File: src/design/uwfd_pkg.sv
`default_nettype none
package uwfd_pkg;
  // bit clock derives from the system clock, 16 ticks per bit
  localparam int unsigned CLK_HZ = 100_000_000;
  localparam int unsigned BAUD_DEF = 115_200;
  localparam int unsigned OVS = 16;
  localparam logic [15:0] DIV_RST = 16'(CLK_HZ / (OVS * BAUD_DEF) - 1);
  localparam logic [3:0] TK_MID = 4'h7;
  localparam logic [3:0] TK_END = 4'hF;
  // fifo geometry
  localparam int unsigned DEPTH = 16;
  localparam logic [4:0] CAP_FULL = 5'h10;
  localparam logic [4:0] CAP_ONE = 5'h01;
  // trigger levels in entries: 1/8, 1/4, 1/2, 3/4, 7/8 of sixteen
  localparam logic [4:0] LVL_1_8 = 5'h02;
  localparam logic [4:0] LVL_1_4 = 5'h04;
  localparam logic [4:0] LVL_1_2 = 5'h08;
  localparam logic [4:0] LVL_3_4 = 5'h0C;
  localparam logic [4:0] LVL_7_8 = 5'h0E;
  // register byte offsets
  localparam logic [4:0] A_DATA = 5'h00;
  localparam logic [4:0] A_CTRL = 5'h04;
  localparam logic [4:0] A_BAUD = 5'h08;
  localparam logic [4:0] A_STAT = 5'h0C;
  localparam logic [4:0] A_EVT = 5'h10;
  typedef enum logic [2:0] {
    ST_IDLE = 3'b000,
    ST_START = 3'b001,
    ST_DATA = 3'b011,
    ST_PAR = 3'b010,
    ST_STOP = 3'b110,
    ST_HOLD = 3'b111
  } uwfd_st_t;
  typedef struct packed {
    logic dma_rx_en;
    logic dma_tx_en;
    logic flow_en;
    logic brk;
    logic two_stop;
    logic par_stick;
    logic par_even;
    logic par_en;
    logic [1:0] wlen;
    logic fifo_en;
    logic rx_en;
    logic tx_en;
    logic [2:0] rx_lvl;
    logic [2:0] tx_lvl;
  } uwfd_ctrl_t;
  localparam uwfd_ctrl_t CTRL_RST = 18'h00000;
  typedef struct packed {
    logic brk;
    logic fe;
    logic pe;
    logic [7:0] data;
  } uwfd_rxw_t;
  typedef struct packed {
    logic [4:0] rx_cnt;
    logic [4:0] tx_cnt;
    logic cts;
    logic tx_busy;
    logic rx_full;
    logic rx_empty;
    logic tx_full;
    logic tx_empty;
  } uwfd_stat_t;
  typedef struct packed {
    logic tx_done;
    logic pe;
    logic fe;
    logic brk;
    logic ovr;
  } uwfd_evt_t;
  localparam uwfd_evt_t EVT_RST = 5'h00;
endpackage
`default_nettype wire

File: src/design/uwfd_top.sv
// Contract
// - separate sixteen-entry transmit and receive fifos, byte-wide on transmit, byte plus break, framing and parity flags on receive
// - software can shrink each fifo to one byte, double-buffered behaviour
// - trigger levels 1/8, 1/4, 1/2, 3/4, 7/8 for level flags and bursts
// - five to eight data bits per frame, same setting at both ends
// - even, odd, stick or no parity generated and checked
// - one or two stop bits appended per character
// - send a line break and detect a received break
// - with flow control, send only while partner permits; signal own readiness
// - receive dma single when data present, burst at trigger level
// - transmit dma single when space free, burst at trigger level
// - separate dma request lines for transmit and receive
// - programmable bit rate up to three megabits per second
// - bit timing divided from the system clock, no link clock
// - level flags when fifos cross trigger, flag when transmission done
`default_nettype none
module uwfd_top
  import uwfd_pkg::*;
(
  input wire logic i_clk,
  input wire logic i_resetn,
  input wire logic [4:0] i_addr,
  input wire logic [31:0] i_wdata,
  input wire logic i_wr,
  input wire logic i_rd,
  input wire logic i_rxd,
  input wire logic i_cts_n,
  output logic [31:0] o_rdata,
  output logic o_txd,
  output logic o_rts_n,
  output logic o_dma_tx_single,
  output logic o_dma_tx_burst,
  output logic o_dma_rx_single,
  output logic o_dma_rx_burst,
  output logic o_irq_tx_lvl,
  output logic o_irq_rx_lvl,
  output logic o_irq_tx_done
);

  // trigger level in entries; a one-byte fifo triggers at one entry
  function automatic logic [4:0] lvl_of(input logic [2:0] code, input logic fifo_en);
    logic [4:0] v;
    v = CAP_ONE;
    if (fifo_en) begin
      case (code)
        3'h0: v = LVL_1_8;
        3'h1: v = LVL_1_4;
        3'h2: v = LVL_1_2;
        3'h3: v = LVL_3_4;
        default: v = LVL_7_8;
      endcase
    end
    return v;
  endfunction

  // parity over the active data bits only
  function automatic logic par_of(input logic [7:0] d, input uwfd_ctrl_t c);
    logic [7:0] m;
    m = d & (8'hFF >> (2'h3 - c.wlen));
    if (c.par_stick) begin
      return ~c.par_even;
    end
    return (^m) ^ ~c.par_even;
  endfunction

  uwfd_ctrl_t ctrl_q;
  uwfd_evt_t evt_q;
  logic [15:0] div_q;
  logic [15:0] bd_cnt_q;
  logic tick;
  logic [4:0] cap;
  logic [2:0] last_bit;
  logic [1:0] dshift;

  // synchronisers for the pins
  logic rxd_m_q;
  logic rxd_q;
  logic cts_m_q;
  logic cts_n_q;

  // fifos
  logic [7:0] tx_mem_q [DEPTH];
  uwfd_rxw_t rx_mem_q [DEPTH];
  logic [3:0] tx_wp_q;
  logic [3:0] tx_rp_q;
  logic [4:0] tx_cnt_q;
  logic [3:0] rx_wp_q;
  logic [3:0] rx_rp_q;
  logic [4:0] rx_cnt_q;
  logic tx_full;
  logic tx_empty;
  logic rx_full;
  logic rx_empty;
  logic tx_push;
  logic tx_pop;
  logic rx_push;
  logic rx_pop;
  uwfd_rxw_t rx_word;
  logic [4:0] tx_trig;
  logic [4:0] rx_trig;

  // transmitter
  uwfd_st_t tx_st_q;
  logic [7:0] tx_sh_q;
  logic [3:0] tx_tk_q;
  logic [2:0] tx_bit_q;
  logic tx_par_q;
  logic tx_stp_q;
  logic tx_line_q;
  logic tx_go;
  logic tx_done;

  // receiver
  uwfd_st_t rx_st_q;
  logic [7:0] rx_sh_q;
  logic [3:0] rx_tk_q;
  logic [2:0] rx_bit_q;
  logic rx_pe_q;
  logic rx_one_q;
  logic rx_stop;

  logic [31:0] rdata_d;
  uwfd_stat_t stat;

  assign cap = ctrl_q.fifo_en ? CAP_FULL : CAP_ONE;
  assign last_bit = 3'(3'h4 + {1'b0, ctrl_q.wlen});
  assign dshift = 2'h3 - ctrl_q.wlen;
  assign tx_full = tx_cnt_q >= cap;
  assign tx_empty = tx_cnt_q == 5'h00;
  assign rx_full = rx_cnt_q >= cap;
  assign rx_empty = rx_cnt_q == 5'h00;
  assign tx_trig = lvl_of(ctrl_q.tx_lvl, ctrl_q.fifo_en);
  assign rx_trig = lvl_of(ctrl_q.rx_lvl, ctrl_q.fifo_en);

  // two flops on each pin before anything looks at it
  always_ff @(posedge i_clk) begin
    if (!i_resetn) begin
      rxd_m_q <= 1'b1;
      rxd_q <= 1'b1;
      cts_m_q <= 1'b1;
      cts_n_q <= 1'b1;
    end else begin
      rxd_m_q <= i_rxd;
      rxd_q <= rxd_m_q;
      cts_m_q <= i_cts_n;
      cts_n_q <= cts_m_q;
    end
  end

  // divider from system clock
  // divisor 1 gives 3.125 Mbit/s at 100 MHz, so the top rate is reachable
  always_ff @(posedge i_clk) begin
    if (!i_resetn) begin
      bd_cnt_q <= DIV_RST;
    end else if (tick) begin
      bd_cnt_q <= div_q;
    end else begin
      bd_cnt_q <= bd_cnt_q - 16'h0001;
    end
  end
  assign tick = bd_cnt_q == 16'h0000;

  // control registers written by software
  always_ff @(posedge i_clk) begin
    if (!i_resetn) begin
      ctrl_q <= CTRL_RST;
      div_q <= DIV_RST;
    end else if (i_wr) begin
      if (i_addr == A_CTRL) begin
        ctrl_q <= i_wdata[$bits(uwfd_ctrl_t)-1:0];
      end
      if (i_addr == A_BAUD) begin
        div_q <= i_wdata[15:0];
      end
    end
  end

  // transmit fifo; writes to a full fifo are dropped
  assign tx_push = i_wr && (i_addr == A_DATA) && !tx_full;
  always_ff @(posedge i_clk) begin
    if (tx_push) begin
      tx_mem_q[tx_wp_q] <= i_wdata[7:0];
    end
  end
  // fill limit follows the selected depth
  always_ff @(posedge i_clk) begin
    if (!i_resetn) begin
      tx_wp_q <= 4'h0;
      tx_rp_q <= 4'h0;
      tx_cnt_q <= 5'h00;
    end else begin
      if (tx_push) begin
        tx_wp_q <= tx_wp_q + 4'h1;
      end
      if (tx_pop) begin
        tx_rp_q <= tx_rp_q + 4'h1;
      end
      tx_cnt_q <= 5'(tx_cnt_q + {4'h0, tx_push} - {4'h0, tx_pop});
    end
  end

  // receive fifo; a read of data pops one entry
  assign rx_pop = i_rd && (i_addr == A_DATA) && !rx_empty;
  always_ff @(posedge i_clk) begin
    if (rx_push && !rx_full) begin
      rx_mem_q[rx_wp_q] <= rx_word;
    end
  end
  // receive fill limit follows the selected depth
  always_ff @(posedge i_clk) begin
    if (!i_resetn) begin
      rx_wp_q <= 4'h0;
      rx_rp_q <= 4'h0;
      rx_cnt_q <= 5'h00;
    end else begin
      if (rx_push && !rx_full) begin
        rx_wp_q <= rx_wp_q + 4'h1;
      end
      if (rx_pop) begin
        rx_rp_q <= rx_rp_q + 4'h1;
      end
      rx_cnt_q <= 5'(rx_cnt_q + {4'h0, rx_push && !rx_full} - {4'h0, rx_pop});
    end
  end

  // hold off starting a frame while the partner is not ready
  assign tx_go = tick && ctrl_q.tx_en && !tx_empty && !ctrl_q.brk && (!ctrl_q.flow_en || !cts_n_q);
  assign tx_pop = (tx_st_q == ST_IDLE) && tx_go;
  assign tx_done = tick && (tx_tk_q == TK_END) && (tx_st_q == ST_STOP)
                   && (!ctrl_q.two_stop || tx_stp_q) && tx_empty;

  // transmit sequencer, advancing once per oversample tick
  always_ff @(posedge i_clk) begin
    if (!i_resetn) begin
      tx_st_q <= ST_IDLE;
      tx_sh_q <= 8'h00;
      tx_tk_q <= 4'h0;
      tx_bit_q <= 3'h0;
      tx_par_q <= 1'b0;
      tx_stp_q <= 1'b0;
      tx_line_q <= 1'b1;
    end else begin
      unique case (tx_st_q)
        ST_IDLE: begin
          tx_tk_q <= 4'h0;
          // low start bit opens the frame
          if (tx_go) begin
            tx_sh_q <= tx_mem_q[tx_rp_q];
            tx_par_q <= par_of(tx_mem_q[tx_rp_q], ctrl_q);
            tx_line_q <= 1'b0;
            tx_st_q <= ST_START;
          end
        end
        ST_START: begin
          if (tick) begin
            tx_tk_q <= tx_tk_q + 4'h1;
            if (tx_tk_q == TK_END) begin
              tx_line_q <= tx_sh_q[0];
              tx_bit_q <= 3'h0;
              tx_st_q <= ST_DATA;
            end
          end
        end
        ST_DATA: begin
          if (tick) begin
            tx_tk_q <= tx_tk_q + 4'h1;
            if (tx_tk_q == TK_END) begin
              if (tx_bit_q == last_bit) begin
                tx_line_q <= ctrl_q.par_en ? tx_par_q : 1'b1;
                tx_stp_q <= 1'b0;
                tx_st_q <= ctrl_q.par_en ? ST_PAR : ST_STOP;
              end else begin
                tx_sh_q <= tx_sh_q >> 1;
                tx_line_q <= tx_sh_q[1];
                tx_bit_q <= tx_bit_q + 3'h1;
              end
            end
          end
        end
        ST_PAR: begin
          if (tick) begin
            tx_tk_q <= tx_tk_q + 4'h1;
            if (tx_tk_q == TK_END) begin
              tx_line_q <= 1'b1;
              tx_st_q <= ST_STOP;
            end
          end
        end
        ST_STOP: begin
          if (tick) begin
            tx_tk_q <= tx_tk_q + 4'h1;
            if (tx_tk_q == TK_END) begin
              if (ctrl_q.two_stop && !tx_stp_q) begin
                tx_stp_q <= 1'b1;
              end else begin
                tx_st_q <= ST_IDLE;
              end
            end
          end
        end
        default: begin
          tx_st_q <= ST_IDLE;
          tx_line_q <= 1'b1;
        end
      endcase
    end
  end

  // receive sequencer; start is checked at its centre, then a full bit per sample
  assign rx_stop = tick && (rx_st_q == ST_STOP) && (rx_tk_q == TK_END);
  assign rx_push = rx_stop;
  always_comb begin
    rx_word.data = rx_sh_q >> dshift;
    rx_word.pe = ctrl_q.par_en && rx_pe_q;
    rx_word.fe = !rxd_q;
    // all-zero frame including stop is a break
    rx_word.brk = !rxd_q && !rx_one_q;
  end

  always_ff @(posedge i_clk) begin
    if (!i_resetn) begin
      rx_st_q <= ST_IDLE;
      rx_sh_q <= 8'h00;
      rx_tk_q <= 4'h0;
      rx_bit_q <= 3'h0;
      rx_pe_q <= 1'b0;
      rx_one_q <= 1'b0;
    end else begin
      unique case (rx_st_q)
        ST_IDLE: begin
          rx_tk_q <= 4'h0;
          rx_one_q <= 1'b0;
          rx_bit_q <= 3'h0;
          if (tick && ctrl_q.rx_en && !rxd_q) begin
            rx_st_q <= ST_START;
          end
        end
        ST_START: begin
          if (tick) begin
            rx_tk_q <= rx_tk_q + 4'h1;
            // recheck start at its centre to reject glitches
            if (rx_tk_q == TK_MID) begin
              rx_tk_q <= 4'h0;
              rx_st_q <= rxd_q ? ST_IDLE : ST_DATA;
            end
          end
        end
        ST_DATA: begin
          if (tick) begin
            rx_tk_q <= rx_tk_q + 4'h1;
            // sample a full bit after the previous centre
            if (rx_tk_q == TK_END) begin
              rx_sh_q <= {rxd_q, rx_sh_q[7:1]};
              rx_one_q <= rx_one_q | rxd_q;
              rx_bit_q <= rx_bit_q + 3'h1;
              if (rx_bit_q == last_bit) begin
                rx_st_q <= ctrl_q.par_en ? ST_PAR : ST_STOP;
              end
            end
          end
        end
        ST_PAR: begin
          if (tick) begin
            rx_tk_q <= rx_tk_q + 4'h1;
            if (rx_tk_q == TK_END) begin
              rx_pe_q <= rxd_q ^ par_of(rx_sh_q >> dshift, ctrl_q);
              rx_one_q <= rx_one_q | rxd_q;
              rx_st_q <= ST_STOP;
            end
          end
        end
        ST_STOP: begin
          if (tick) begin
            rx_tk_q <= rx_tk_q + 4'h1;
            if (rx_tk_q == TK_END) begin
              rx_pe_q <= 1'b0;
              // a low stop waits for the line to rise, so one break is one entry
              rx_st_q <= rxd_q ? ST_IDLE : ST_HOLD;
            end
          end
        end
        ST_HOLD: begin
          if (rxd_q) begin
            rx_st_q <= ST_IDLE;
          end
        end
        default: begin
          rx_st_q <= ST_IDLE;
        end
      endcase
    end
  end

  // sticky events, write one to clear; a new event wins over the clear
  always_ff @(posedge i_clk) begin
    if (!i_resetn) begin
      evt_q <= EVT_RST;
    end else begin
      if (i_wr && (i_addr == A_EVT)) begin
        evt_q <= evt_q & ~i_wdata[$bits(uwfd_evt_t)-1:0];
      end
      if (rx_push && rx_full) begin
        evt_q.ovr <= 1'b1;
      end
      if (rx_push && rx_word.brk) begin
        evt_q.brk <= 1'b1;
      end
      if (rx_push && rx_word.fe) begin
        evt_q.fe <= 1'b1;
      end
      if (rx_push && rx_word.pe) begin
        evt_q.pe <= 1'b1;
      end
      if (tx_done) begin
        evt_q.tx_done <= 1'b1;
      end
    end
  end

  // read mux; data appears in the cycle after the strobe
  always_comb begin
    stat.rx_cnt = rx_cnt_q;
    stat.tx_cnt = tx_cnt_q;
    stat.cts = !cts_n_q;
    stat.tx_busy = tx_st_q != ST_IDLE;
    stat.rx_full = rx_full;
    stat.rx_empty = rx_empty;
    stat.tx_full = tx_full;
    stat.tx_empty = tx_empty;
    rdata_d = 32'h00000000;
    unique case (i_addr)
      A_DATA: rdata_d = rx_empty ? 32'h00000000 : 32'(rx_mem_q[rx_rp_q]);
      A_CTRL: rdata_d = 32'(ctrl_q);
      A_BAUD: rdata_d = 32'(div_q);
      A_STAT: rdata_d = 32'(stat);
      A_EVT: rdata_d = 32'(evt_q);
      default: rdata_d = 32'h00000000;
    endcase
  end

  always_ff @(posedge i_clk) begin
    if (!i_resetn) begin
      o_rdata <= 32'h00000000;
    end else begin
      o_rdata <= i_rd ? rdata_d : 32'h00000000;
    end
  end

  // line and flow pins
  always_ff @(posedge i_clk) begin
    if (!i_resetn) begin
      o_txd <= 1'b1;
      o_rts_n <= 1'b1;
    end else begin
      o_txd <= tx_line_q && !ctrl_q.brk;
      // ready while the receive fifo has room
      o_rts_n <= ctrl_q.flow_en ? rx_full : 1'b0;
    end
  end

  // dma requests on separate lines per direction
  // dma and level flags, one clock behind the counts
  always_ff @(posedge i_clk) begin
    if (!i_resetn) begin
      o_dma_tx_single <= 1'b0;
      o_dma_tx_burst <= 1'b0;
      o_dma_rx_single <= 1'b0;
      o_dma_rx_burst <= 1'b0;
      o_irq_tx_lvl <= 1'b0;
      o_irq_rx_lvl <= 1'b0;
      o_irq_tx_done <= 1'b0;
    end else begin
      // transmit requests on space and level
      o_dma_tx_single <= ctrl_q.dma_tx_en && !tx_full;
      o_dma_tx_burst <= ctrl_q.dma_tx_en && (tx_cnt_q <= tx_trig);
      // receive requests on data and level
      o_dma_rx_single <= ctrl_q.dma_rx_en && !rx_empty;
      o_dma_rx_burst <= ctrl_q.dma_rx_en && (rx_cnt_q >= rx_trig);
      // level flags use the programmed trigger
      o_irq_tx_lvl <= tx_cnt_q <= tx_trig;
      o_irq_rx_lvl <= rx_cnt_q >= rx_trig;
      // done flag follows its sticky event
      o_irq_tx_done <= evt_q.tx_done;
    end
  end

endmodule
`default_nettype wire

File: config.mk
export PLATFORM = sky130hd
export DESIGN_NAME = uwfd_top
export DESIGN_NICKNAME = d
export VERILOG_FILES = /design/src/design/uwfd_pkg.sv /design/src/design/uwfd_top.sv
export SDC_FILE = /design/constraint.sdc
export NUM_CORES = 1
export LEC_CHECK = 0
export BUFFER_PORTS_ARGS = -buffer_cell sky130_fd_sc_hd__clkbuf_2
export CELL_PAD_IN_SITES_DETAIL_PLACEMENT = 0
export CELL_PAD_IN_SITES_GLOBAL_PLACEMENT = 2
export CORE_MARGIN = 2
export CORE_UTILIZATION = 44
export DETAILED_ROUTE_END_ITERATION = 6
export PLACE_DENSITY_LB_ADDON = 0.1
export SLEW_MARGIN = 20
export SYNTH_ARGS = -nofsm -noshare
export SYNTH_HDL_FRONTEND = slang
export SYNTH_SLANG_ARGS = --single-unit
File: constraint.sdc
create_clock -name i_clk -period 4.1 [get_ports i_clk]
set_input_delay 0.41 -clock i_clk [delete_from_list [all_inputs] [get_ports i_clk]]
set_output_delay 0.41 -clock i_clk [all_outputs]
set_load 0.005 [all_outputs]
### Word level (Yosys, flattened, before mapping)

Memory sizes are Yosys's and may differ from the RTL's. A register that Yosys moved wholly into a read port is not among the register bits.
Index checks and enable logic that the tools add are counted.

| storage, ports and cells | value |
|---|---|
| register bits after elaboration | 168 |
| latch bits | 0 |
| RAM bits | 304 |
| ROM bits | 0 |
| output and inout port bits | 41 |
| word-level logic and storage cells | 336 |
| memories kept | 2 |

Memories:

| memory | depth | width | read ports | clocked after Yosys merged registers in | wr ports | line | source |
|---|---|---|---|---|---|---|---|
| rx_mem_q | 16 | 11 | 1 | 1 | 1 | uwfd_top.sv:83 | `uwfd_rxw_t rx_mem_q [DEPTH];` |
| tx_mem_q | 16 | 8 | 1 | 1 | 1 | uwfd_top.sv:82 | `logic [7:0] tx_mem_q [DEPTH];` |

| cells by class | value |
|---|---|
| $add $sub $neg | 15 |
| multipliers | 0 |
| div/mod/pow operators | 0 |
| magnitude comparators | 4 |
| equality and inequality tests | 52 |
| shift operators | 2 |
| multiplexer cells | 110 |
| bitwise logic cells | 10 |
| reductions and logical operators | 87 |

Operators with widths:

| kind | number |
|---|---|
| $pmux W19 S5 | 1 |
| $mux W3 | 31 |
| $mux W1 | 46 |
| $ne A2 B2 Y1 const B | 21 |
| $mux W4 | 9 |
| $mux W8 | 4 |
| $pmux W4 S4 | 2 |
| $logic_and A1 B1 Y1 | 31 |
| $add A4 B1 Y4 const B | 6 |
| $eq A3 B2 Y1 const B | 8 |
| $reduce_bool A2 Y1 | 12 |
| $reduce_and A11 Y1 | 2 |
| $pmux W3 S6 | 1 |
| $and A8 B8 Y8 | 2 |
| $logic_not A16 Y1 | 1 |
| $mux W16 | 1 |
| $pmux W8 S2 | 1 |
| $reduce_xor A8 Y1 | 2 |
| $sub A16 B1 Y16 const B | 1 |
| $ge A5 B5 Y1 | 3 |
| $logic_not A5 Y1 | 3 |
| $mux W5 | 3 |
| $pmux W3 S5 | 1 |
| $ne A2 B1 Y1 const B | 7 |
| 41 further kinds | 81 |

### Depth between registers and ports, before layout

| logic depth | value |
|---|---|
| depth after elaboration | 14 |
| depth in mapped cells | 17 |

### Least setup slack after synthesis

OpenSTA, ideal clock, no wires.

| timing path | value |
|---|---|
| kind | register -> register |
| from | register bd_cnt_q[6] |
| to | register rx_cnt_q[4] |
| setup time | 0.116 ns |
| data arrival time | 3.539 ns |
| required time | 3.984 ns |
| slack | 0.446 ns |
| cell stages (with the launch flop) | 15 |
| buffers on the path | 0 |
| clock period less this slack | 3.654 ns |
| path through | dfxtp_1 -> or3_4 -> or4_4 -> nor4_2 -> nand4_1 -> nor2_2 -> inv_1 -> ha_1 -> inv_1 -> ha_1 -> fa_1 -> a21oi_1 -> nor2_1 -> or3_1 -> and3_1 |

| between the ends | value |
|---|---|
| cells in the longest elaborated chain, start to end | 6 |

Ends and longest elaborated chain:

| element | line | source |
|---|---|---|
| start, declared | uwfd_top.sv:69 | `logic [15:0] bd_cnt_q;` |
| start signal, assigned | uwfd_top.sv:156 | `bd_cnt_q <= div_q;` |
| start signal, assigned | uwfd_top.sv:158 | `bd_cnt_q <= bd_cnt_q - 16'h0001;` |
| $logic_not A16 Y1 | uwfd_top.sv:161 | `assign tick = bd_cnt_q == 16'h0000;` |
| $logic_and A1 B1 Y1 (2 in series) | uwfd_top.sv:310 | `assign rx_stop = tick && (rx_st_q == ST_STOP) && (rx_tk_q == TK_END);` |
| $logic_and A1 B1 Y1 | uwfd_top.sv:222 | `rx_cnt_q <= 5'(rx_cnt_q + {4'h0, rx_push && !rx_full} - {4'h0, rx_pop});` |
| $add A5 B1 Y5 | uwfd_top.sv:222 |  |
| $sub A5 B1 Y5 | uwfd_top.sv:222 |  |
| end signal, assigned | uwfd_top.sv:222 |  |
| end, declared | uwfd_top.sv:89 | `logic [4:0] rx_cnt_q;` |

Every way passes these cells.
A chain may end at the register's enable or synchronous reset.

### Worst setup path in the final report

Ends and elaborated chain as after synthesis.

==> flow_summary.json <==
{
  "syn_inst": 1479,
  "antenna_found_initial": 0,
  "crit_slowest_cell": "or4_4",
  "slew_headroom_pct": 41.15,
  "hold_viol": 0,
  "max_stage_delay_ns": 0.45,
  "antenna_left": 0,
  "worst_pin_slew_ns": 0.8806,
  "yosysWarnings": 0,
  "post_cts_resized": 0,
  "io_buffers": 57,
  "cp_max_fo": 5,
  "rsz0062_at_grt": "no",
  "finalClockSkew_ns": 0.02310,
  "post_cts_buffers": 0,
  "avgViaCountPerCell": 5.389,
  "ys_async_sr_fraction_pct": 0,
  "synth.avg_cell_area_um2": 13.52,
  "crit_arrival_ns": 4.25,
  "worst_slack_ns": 0.3274,
  "num_rows": 78,
  "powerDensity_nw_per_um2": 428.3,
  "clk_pin_slew_ns": 0.06,
  "die_w_um": 217.2,
  "nets": 1654,
  "setup_viol": 0,
  "grt_first_pass_wirelength_mm": 74.51,
  "cts_hold_buf": 2,
  "grt_max_degree": 59,
  "drt-total-wl_mm": 48.89,
  "clock_sinks": 467,
  "vdd_drop_max_mv": 0.3314,
  "cts_max_level": 2,
  "crit_path_end_kind": "flop",
  "post-dp-hpwl_mm": 32.55,
  "drv_cap": 0,
  "dieArea_um2": 47170,
  "wl_per_cell_um": 22.11,
  "synth-edff-count": 304,
  "yosysSeqAreaShare_pct": 61.97,
  "synth_area_um2": 20000,
  "min_period_over_period_pct": 92.02,
  "finalMaxSlewViolations": 0,
  "grt_use_total_pct": 21.20,
  "cts_tree": "done",
  "period_minus_slack_ns": 3.773,
  "gp_congestion": 0.8465,
  "core_um2": 45090,
  "critPathKind": "reg2reg",
  "p_leak_nw": 7.677,
  "hold_path.class": "in2reg",
  "fmax_mhz": 265.1,
  "numCtsBuffers": 50,
  "drtPass1Iterations": 6,
  "yosys_register_bits": 467,
  "setup_tns_ns": 0,
  "ctsRootBufferMaster": "clkbuf_16",
  "crit_required_ns": 4.58,
  "pin_count": 84,
  "r2r_setup_slack_ns": 0.33,
  "cts.path.max_buffers": 3,
  "grt.overflow.total": 0,
  "drc_errors": 0,
  "synth_cell_types": 71,
  "grt_pass1_vias": 11955,
  "crit_chain": "or3_4, or4_4, nor4_2, nand4_1, nor2_2, inv_1, ha_1, inv_1, ha_1, fa_1, a21oi_1, nor2_1, or3_1, and3_1",
  "startpoint_type": "flop",
  "die_h_um": 217.2,
  "drive_above_1_share_pct": 19.94,
  "dominantRegCellSynth": "edfxtp_1",
  "pre_cts_ws_ns": 0.3297,
  "vias": 11916,
  "final_common_cell": "edfxtp_1",
  "status": "complete, no violations",
  "drt-initial-drc-count": 953,
  "worst_skew_pair.late_latency_ns": 0.60,
  "layout_common_cells": "edfxtp_1 (304), nand2_1 (193), dfxtp_1 (161), mux4_2 (94), nor2_1 (81)",
  "area_growth_pct": 14.09,
  "start_util_pct": 44.35
}
worst max-delay path: cells and delay by family (launching register included):
family | cells | cell delay, ns
buffers and inverters | 2 | 0.11
and+or+nand+nor | 8 | 2.20
adders and majority gates | 3 | 0.88
DFF | 1 | 0.34
AOI/OAI and AO/OA | 1 | 0.14
registers in the layout, summed over array words and instances (netlist names), 8 cells and up, named ones only:
register and cells:
ctrl_q 19, bd_cnt_q 16, tx_sh_q 8, div_q 16, tx_mem_q 128, rx_sh_q 8
o_rdata 19, rx_mem_q 176
kinds of logic (layout without fill, tap and decap cells):
| family | Yosys count | after routing | synth area share, % |
|---|---|---|---|
| other cells | 1 | 14 | 0.01875 |
| flops | 467 | 467 | 61.97 |
| fa+ha+maj | 42 | 42 | 2.703 |
| simple gates | 482 | 482 | 11.51 |
| compound gates | 205 | 205 | 7.202 |
| buf+inv | 124 | 243 | 2.860 |
| mux | 116 | 116 | 11.76 |
| xor+xnor | 42 | 42 | 1.977 |
per-layer routing:
metal  GRT usage (%)  up-vias  part of all wire (%)  wire length, um
met5               0        -                     0                0
li1                -     5659                     -                -
met4           6.438        0                   2.6             1253
met2           33.44      257                    47            22920
met1           30.05     5933                    46            22320
met3           3.788       67                   4.9             2400
path summary, 6_finish.rpt:
path,from,end,cells past startpoint
setup reg to reg,bd_cnt_q[6],rx_cnt_q[4],14
setup / recovery,bd_cnt_q[6],rx_cnt_q[4],14
hold reg to reg,cts_m_q,cts_n_q,1
hold / removal,i_wdata[17],ctrl_q[17],3
cell usage after synthesis (all sizes together), types with 17 or more instances:
cell    count  area [um2]
xnor2      31       271.5
nand2b     19       118.9
nand2     193       724.4
mux4       94        2117
and2       36       225.2
inv        33       123.9
nand3      45       225.2
buf        31       222.7
nor2       83       314.1
ha         40       500.5
clkbuf     60       225.2
o21ai      43       215.2
nor3       19       95.09
dfxtp     163        3263
a22oi      17       127.6
a21oi      28       140.1
a21boi     53       397.9
nor2b      20       125.1
edfxtp    304        9129
metrics by stage:
step           hold slack (ns)  util (%)  instances  power [mW]  cell area [um2]
5_1_grt                0.04945     50.59       2210       10.09            22810
4_1_cts                0.02090     50.56       2209       9.888            22790
3_5_place_dp            0.4531     46.81       2114       5.323            21110
2_1_floorplan           0.3863         -       1491       5.232            20040
6_report               0.06012     50.60       2211       9.770            22810
3_3_place_gp            0.4479     46.81       2114       5.321            21110
final cells by class:
| class | count | area, um2 |
|---|---|---|
| Sequential cell | 467 | 12390 |
| Tap cell | 600 | 750.7 |
| Timing Repair Buffer | 117 | 768.2 |
| Inverter | 33 | 123.9 |
| Fill cell | 3988 | 22280 |
| Clock inverter | 29 | 272.8 |
| Multi-Input combinational cell | 900 | 7106 |
| Clock buffer | 64 | 1395 |
| Antenna cell | 1 | 2.502 |
power by group:
part,internal [mW],leakage (nW),switching [mW]
sequential,5.00,3.94,0.0186
combinational,0.0691,2.93,0.135
clock,2.66,0.805,1.89
No activity file was read; power rests on OpenSTA's default activity.
